File: config.mk
export PLATFORM = sky130hd
export DESIGN_NAME = sdram_configuration_regs
export DESIGN_NICKNAME = d
export VERILOG_FILES = /design/src/rtl/sdram_configuration_pkg.sv /design/src/rtl/sdram_configuration_decode.sv /design/src/rtl/sdram_configuration_regs.sv
export SDC_FILE = /design/constraint.sdc
export NUM_CORES = 1
export LEC_CHECK = 0
export ABC_CLOCK_PERIOD_IN_PS = 1400
export BUFFER_PORTS_ARGS = -buffer_cell sky130_fd_sc_hd__buf_4
export CORE_MARGIN = 1
export CORE_UTILIZATION = 40
export CTS_BUF_LIST = sky130_fd_sc_hd__clkbuf_8
export CTS_CLUSTER_DIAMETER = 80
export DETAILED_ROUTE_END_ITERATION = 10
export PLACE_DENSITY = 0.74
export SLEW_MARGIN = 25
export SYNTH_ARGS = -nofsm -noshare
export SYNTH_HDL_FRONTEND = slang
export SYNTH_SLANG_ARGS = --single-unit
File: constraint.sdc
create_clock -name clk -period 1.4 [get_ports clk]
set_input_delay 0.21 -clock clk [delete_from_list [all_inputs] [get_ports clk]]
set_output_delay 0.21 -clock clk [all_outputs]
set_load 0.03 [all_outputs]
File: src/rtl/sdram_configuration_pkg.sv
package sdram_configuration_pkg;
    // Register offsets (byte addresses, word aligned)
    localparam logic [3:0]  SDRAM_CONFIGURATION_CONFIG_OFS  = 4'h0;
    localparam logic [3:0]  SDRAM_CONFIGURATION_DECODE_OFS  = 4'h4;
    localparam logic [31:0] SDRAM_CONFIGURATION_RESET_VALUE = 32'h00000200;
    // Writable bit mask: type, termination, write termination, latencies, width, banks, page
    localparam logic [31:0] SDRAM_CONFIGURATION_WRITE_MASK  = 32'heec1ff77;
    // Field positions (low bit)
    localparam int SDRAM_CONFIGURATION_TYPE_LSB   = 29;
    localparam int SDRAM_CONFIGURATION_TERM_LSB   = 25;
    localparam int SDRAM_CONFIGURATION_WTERM_LSB  = 22;
    localparam int SDRAM_CONFIGURATION_WLAT_LSB   = 14;
    localparam int SDRAM_CONFIGURATION_WIDTH_LSB  = 12;
    localparam int SDRAM_CONFIGURATION_RLAT_LSB   = 8;
    localparam int SDRAM_CONFIGURATION_BANK_LSB   = 4;
    localparam int SDRAM_CONFIGURATION_CS_LSB     = 3;
    localparam int SDRAM_CONFIGURATION_PAGE_LSB   = 0;
    localparam logic [2:0] SDRAM_CONFIGURATION_TYPE_DDR3   = 3'h3;
    localparam logic [2:0] SDRAM_CONFIGURATION_TERM_MAXOK  = 3'h5;
    localparam logic [1:0] SDRAM_CONFIGURATION_WTERM_RSVD  = 2'h3;
    localparam logic [1:0] SDRAM_CONFIGURATION_WIDTH_MAXOK = 2'h2;
    localparam logic [4:0] SDRAM_CONFIGURATION_WLAT_BASE   = 5'h05;
    localparam logic [4:0] SDRAM_CONFIGURATION_RLAT_EVEN   = 5'h04;
    localparam logic [4:0] SDRAM_CONFIGURATION_RLAT_ODD    = 5'h0c;
    // Decoded settings handed to the sequencer
    typedef struct packed {
        logic [2:0] term_sel;
        logic [1:0] wterm_sel;
        logic [4:0] write_latency;
        logic [6:0] bus_width_bits;
        logic [4:0] read_latency;
        logic [2:0] internal_bank_count;
        logic       chip_select_count;
        logic [2:0] page_size_select;
        logic       valid;
    } sdram_configuration_settings_type;
endpackage : sdram_configuration_pkg

File: src/rtl/sdram_configuration_decode.sv
`timescale 1ns/1ps
`default_nettype none
module sdram_configuration_decode (
    input  wire logic [31:0]                 cfg,
    output sdram_configuration_pkg::sdram_configuration_settings_type    settings
);
    logic [3:0] rl;
    logic [1:0] bw;
    logic [1:0] wt;
    logic [2:0] tm;
    logic [2:0] ty;
    logic       rl_ok;
    assign rl = cfg[sdram_configuration_pkg::SDRAM_CONFIGURATION_RLAT_LSB +: 4];
    assign bw = cfg[sdram_configuration_pkg::SDRAM_CONFIGURATION_WIDTH_LSB +: 2];
    assign wt = cfg[sdram_configuration_pkg::SDRAM_CONFIGURATION_WTERM_LSB +: 2];
    assign tm = cfg[sdram_configuration_pkg::SDRAM_CONFIGURATION_TERM_LSB +: 3];
    assign ty = cfg[sdram_configuration_pkg::SDRAM_CONFIGURATION_TYPE_LSB +: 3];
    // Even read-latency codes 2..14 and odd codes 1..9 are legal
    assign rl_ok = rl[0] ? (rl <= 4'h9) : (rl != 4'h0);
    // Field decode into cycle counts and widths
    always_comb begin
        settings.term_sel            = tm;
        settings.wterm_sel           = wt;
        settings.write_latency       = sdram_configuration_pkg::SDRAM_CONFIGURATION_WLAT_BASE
                                       + {2'h0, cfg[sdram_configuration_pkg::SDRAM_CONFIGURATION_WLAT_LSB +: 3]};
        settings.read_latency        = rl[0]
            ? sdram_configuration_pkg::SDRAM_CONFIGURATION_RLAT_ODD + {2'h0, rl[3:1]}
            : sdram_configuration_pkg::SDRAM_CONFIGURATION_RLAT_EVEN + {2'h0, rl[3:1]};
        case (bw)
            2'h0:    settings.bus_width_bits = 7'h40;
            2'h1:    settings.bus_width_bits = 7'h20;
            2'h2:    settings.bus_width_bits = 7'h10;
            default: settings.bus_width_bits = 7'h00;
        endcase
        settings.internal_bank_count = cfg[sdram_configuration_pkg::SDRAM_CONFIGURATION_BANK_LSB +: 3];
        settings.chip_select_count   = cfg[sdram_configuration_pkg::SDRAM_CONFIGURATION_CS_LSB];
        settings.page_size_select    = cfg[sdram_configuration_pkg::SDRAM_CONFIGURATION_PAGE_LSB +: 3];
        settings.valid = (ty == sdram_configuration_pkg::SDRAM_CONFIGURATION_TYPE_DDR3)
                         && (tm <= sdram_configuration_pkg::SDRAM_CONFIGURATION_TERM_MAXOK)
                         && (wt != sdram_configuration_pkg::SDRAM_CONFIGURATION_WTERM_RSVD)
                         && (bw <= sdram_configuration_pkg::SDRAM_CONFIGURATION_WIDTH_MAXOK) && rl_ok;
    end
endmodule : sdram_configuration_decode
`default_nettype wire

File: src/rtl/sdram_configuration_regs.sv
// Design decisions made here: the Avalon-MM slave port and the register offsets.
`timescale 1ns/1ps
`default_nettype none
module sdram_configuration_regs (
    input  wire logic                        clk,
    input  wire logic                        nrst,
    input  wire logic [3:0]                  address,
    input  wire logic                        read,
    input  wire logic                        write,
    input  wire logic [31:0]                 writedata,
    input  wire logic [3:0]                  byteenable,
    output logic [31:0]                      readdata,
    output logic                             waitrequest,
    output logic                             init_start,
    output sdram_configuration_pkg::sdram_configuration_settings_type    settings
);
    logic [31:0] cfg_q;
    logic [31:0] cfg_d;
    logic [31:0] be_mask;
    logic        ack_q;
    logic        sel_cfg;
    logic        wr_fire;
    sdram_configuration_pkg::sdram_configuration_settings_type dec;

    // Byte enables widened to bit mask
    function automatic logic [31:0] lane_mask(input logic [3:0] be);
        lane_mask = {{8{be[3]}}, {8{be[2]}}, {8{be[1]}}, {8{be[0]}}};
    endfunction : lane_mask

    assign be_mask   = lane_mask(byteenable);
    assign sel_cfg   = (address == sdram_configuration_pkg::SDRAM_CONFIGURATION_CONFIG_OFS);
    // One wait cycle per access; answer on the second edge
    assign waitrequest = (read || write) && !ack_q;
    assign wr_fire   = write && ack_q;
    // Only writable bits in enabled lanes change
    assign cfg_d = (cfg_q & ~(be_mask & sdram_configuration_pkg::SDRAM_CONFIGURATION_WRITE_MASK))
                 | (writedata & be_mask & sdram_configuration_pkg::SDRAM_CONFIGURATION_WRITE_MASK);
    // Access acknowledge toggle
    always_ff @(posedge clk) begin
        if (!nrst) begin
            ack_q <= 1'b0;
        end else begin
            ack_q <= (read || write) && !ack_q;
        end
    end

    // Configuration register storage
    always_ff @(posedge clk) begin
        if (!nrst) begin
            cfg_q <= sdram_configuration_pkg::SDRAM_CONFIGURATION_RESET_VALUE;
        end else if (wr_fire && sel_cfg) begin
            cfg_q <= cfg_d;
        end
    end

    // A write touching width or read-latency lane starts initialization
    always_ff @(posedge clk) begin
        if (!nrst) begin
            init_start <= 1'b0;
        end else begin
            init_start <= wr_fire && sel_cfg && byteenable[1];
        end
    end

    // Read data: config, decoded view, else zero
    always_ff @(posedge clk) begin
        if (!nrst) begin
            readdata <= 32'h00000000;
        end else if (read && !ack_q) begin
            if (sel_cfg) begin
                readdata <= cfg_q & sdram_configuration_pkg::SDRAM_CONFIGURATION_WRITE_MASK;
            end else if (address == sdram_configuration_pkg::SDRAM_CONFIGURATION_DECODE_OFS) begin
                readdata <= {dec.valid, 2'h0, dec.read_latency, 3'h0,
                             dec.bus_width_bits, 3'h0, dec.write_latency, 6'h00};
            end else begin
                readdata <= 32'h00000000;
            end
        end
    end

    // Field decode for the sequencer
    sdram_configuration_decode u_decode (
        .cfg      (cfg_q),
        .settings (dec)
    );

    // Settings registered toward the command sequencer
    always_ff @(posedge clk) begin
        if (!nrst) begin
            settings <= '0;
        end else begin
            settings <= dec;
        end
    end

    rsvd_zero_a: assert property (@(posedge clk) disable iff (!nrst)
        (cfg_q & ~sdram_configuration_pkg::SDRAM_CONFIGURATION_WRITE_MASK) == 32'h0)
        else $error("reserved bits set");
    write_takes_a: assert property (@(posedge clk) disable iff (!nrst)
        (wr_fire && sel_cfg && (&byteenable))
        |=> cfg_q == ($past(writedata) & sdram_configuration_pkg::SDRAM_CONFIGURATION_WRITE_MASK))
        else $error("write not stored");
    init_pulse_a: assert property (@(posedge clk) disable iff (!nrst)
        (wr_fire && sel_cfg && byteenable[1]) |=> init_start)
        else $error("init not started");
    init_cause_a: assert property (@(posedge clk) disable iff (!nrst)
        init_start |-> $past(wr_fire && sel_cfg))
        else $error("spurious init");
    wlat_range_a: assert property (@(posedge clk) disable iff (!nrst)
        dec.write_latency >= 5'h05 && dec.write_latency <= 5'h0c)
        else $error("write latency out of range");
    wterm_hold_a: assert property (@(posedge clk) disable iff (!nrst)
        !(wr_fire && sel_cfg) |=> $stable(cfg_q[23:22]))
        else $error("write termination moved");
    term_hold_a: assert property (@(posedge clk) disable iff (!nrst)
        !(wr_fire && sel_cfg) |=> $stable(cfg_q[27:25]))
        else $error("termination moved");
    settings_track_a: assert property (@(posedge clk) disable iff (!nrst)
        (wr_fire && sel_cfg) |-> ##3 settings == dec)
        else $error("settings lag");
    answer_time_a: assert property (@(posedge clk) disable iff (!nrst)
        (read || write) && !ack_q |=> !waitrequest)
        else $error("answer late");
    cfg_write_c: cover property (@(posedge clk) wr_fire && sel_cfg);
    cfg_read_c: cover property (@(posedge clk) read && !waitrequest && sel_cfg);
    init_c: cover property (@(posedge clk) init_start);
    valid_c: cover property (@(posedge clk) settings.valid);
endmodule : sdram_configuration_regs
`default_nettype wire

==> flow_summary.yaml <==
global_routing:
  antenna_found_initial: 0
  grt_max_degree: 28
  grt-ovfl-total: 0
  grt_pass1_wl_mm: 11.2
  grt_usage: 0.199
  grt_pass1_vias: 2370
detailed_routing:
  drc: 0
  vias: 2546
  wl_per_cell_um: 13.6
  drt-vias-per-instance: 4.87
  drt_iter0_markers: 101
  drt_wl_total_mm: 7.13
  firstDrtPassIters: 4
  final_antenna_net_count: 0
setup_path:
  crit_slowest_cell: "or3_1"
  cpLargestDelayFamily: "simple AND/OR/NAND/NOR gates"
  cp.required_ps: 1690
  crit_path_max_fanout: 2
  crit_arrival_ps: 1750
  cp-end-kind: "flop"
  regToRegSetupSlack_ps: -60
  cp_num_buf_inv: 0
  path_class: "reg2reg"
  path_cells: "a222oi_1, nand4b_1, or3_1, a21oi_2"
  cpPeakStageDelay_ps: 400
  start_kind: "flop"
sta:
  grt_setup_unrepaired: "yes"
  fmax_ghz: 0.684
  skew_ps: 11.3
  fin_setup_tns_ps: -62.1
  finalSetupViolations: 1
  min_period_ps: 1460
  hold_violations: 0
  fin_ws_ps: -62.1
  period_share: 1.04
  maxSlewViolCount: 0
logic_synthesis:
  synth.cell_area_um2: 2840
  synth_area_leaders: "dfxtp_1 (55%), nand2_1 (6.7%), nand3_1 (6.3%)"
  synth_compound_area_frac: 0.126
  yosysWarnings: 0
  async_reset_ff_frac: 0
  synth-seq-area-share: 0.550
  synthXorXnorAreaFrac: 0.00308
  ys_seq_elements: 78
  yosys.area_share.simple: 0.223
  netlist_instances: 321
  synth_area_per_cell_um2: 8.85
  synth-adder-area-share: 0.0176
  synth_top_area_frac: 0.550
  synth_top_area_cell: "dfxtp_1"
  synth_edf_count: 0
  synth_cell_types: 31
  ys.flop_type: "dfxtp_1"
  synth_top_family_by_area: "simple AND/OR/NAND/NOR gates"
  muxShareOfSynthArea: 0.00352
finish:
  utilization: 0.577
  drive_gt1_frac: 0.316
  num_antenna_cells: 0
  nets: 472
  most-common-layout-cells: "buf_4 (113), dfxtp_1 (77), nand2_1 (51), nand3_1 (36), o21ai_0 (30)"
  area_growth_pct: 38.6
  final_area_um2: 3940
  final_common_cell: "buf_4"
power_and_ir_drop:
  leakage_nw: 1.74
  peakVddDrop_mv: 0.464
  pwr_density_cell_nw_per_um2: 1090
status:
  violations: "setup timing"
  status: "finished, violations left"
clock_network:
  insertion_delay_ps: 350
  clkTransAtPathRegs_ps: 80
  cts.sinks: 78
  cts_root_buffer: "clkbuf_8"
  cts_buffers: 9
  cts.path.max_buffers: 2
  post_cts.repair.setup_buffers: 0
  cts_tree: "done"
  postCtsHoldBufs: 0
  cts_max_level: 3
placed_design:
  port_buffers: 89
  dpl-instance-area_um2: 3740
  routabilityCongestion: 0.811
  detailed_place_hpwl_mm: 5.11
floorplanning:
  die_w_um: 86.3
  die-area_um2: 7450
  io_pins: 108
  rows: 30
  initial_core_util: 0.416
  core_area_um2: 6830
  die_h_um: 86.3
hold_path:
  hold_path.class: "in2reg"
flow_run:
  cap_violations: 0
Yosys cell counts (all sizes together) (9+ instances only):
master	instances
dfxtp	78
nor2	9
and2	15
buf	16
inv	9
nand3	36
clkbuf	17
o21ai	30
nand2	51
a21oi	25
stage by stage:
stage | hold slack, ps | worst slack (ps) | instances | power, mW
global placement | 426 | -105 | 509 | 2.69
floorplan | 338 | 14.5 | 329 | 2.52
global route | 80.2 | -125 | 523 | 4.45
detailed placement | 430 | -125 | 509 | 2.70
finish | 85.7 | -62.1 | 523 | 4.28
CTS | 69.9 | -68.4 | 523 | 4.31
repair_timing:
item | in CTS | in global routing
pin swaps | 1 | 2
endpoints found under the setup margin | 1 | 8
gates resized for setup | 0 | 4
cloned | 0 | 0
layout make-up:
| cell class | count | area [um2] |
|---|---|---|
| fill | 598 | 2890 |
| sequential | 78 | 1560 |
| multi-input combinational | 209 | 1100 |
| timing repair buffer | 117 | 928 |
| clock buffer | 11 | 151 |
| tap | 96 | 120 |
| clock inverter | 3 | 37.5 |
| inverter | 9 | 33.8 |
logic make-up after synthesis:
| group | count (synthesis) |
|---|---|
| and+or+nand+nor | 129 |
| DFF | 78 |
| AOI/OAI and AO/OA | 65 |
| buffers and inverters | 42 |
| adders and majority gates | 4 |
| other | 1 |
| xor gates and xnor gates | 1 |
| muxes | 1 |
tightest hold or removal path, cell delays in order:
cell and delay, ps:
buf_4 80, nand3_1 50, o21ai_0 60
path summary, 6_finish.rpt:
path	start	end	cells past startpoint
worst max-delay path	flop	readdata[31]	4
worst min-delay path	writedata[22]	flop	3
worst max register to register	flop	readdata[31]	4
worst min register to register	readdata[11]	readdata[11]	2
metal layers:
metal,track usage,vias to the layer above,wire length (um)
met4,0.115,0,255
met3,0.0524,23,577
met2,0.294,119,3220
met1,0.263,1133,3080
met5,0,-,0
li1,-,1271,-
power by group:
group,switching [mW],leakage [nW],total [mW],internal (mW)
clock network,0.740,0.104,1.63,0.890
registers,0.0139,0.632,2.26,2.25
logic,0.231,1.01,0.390,0.159
Power figures use the tool's default switching activity.
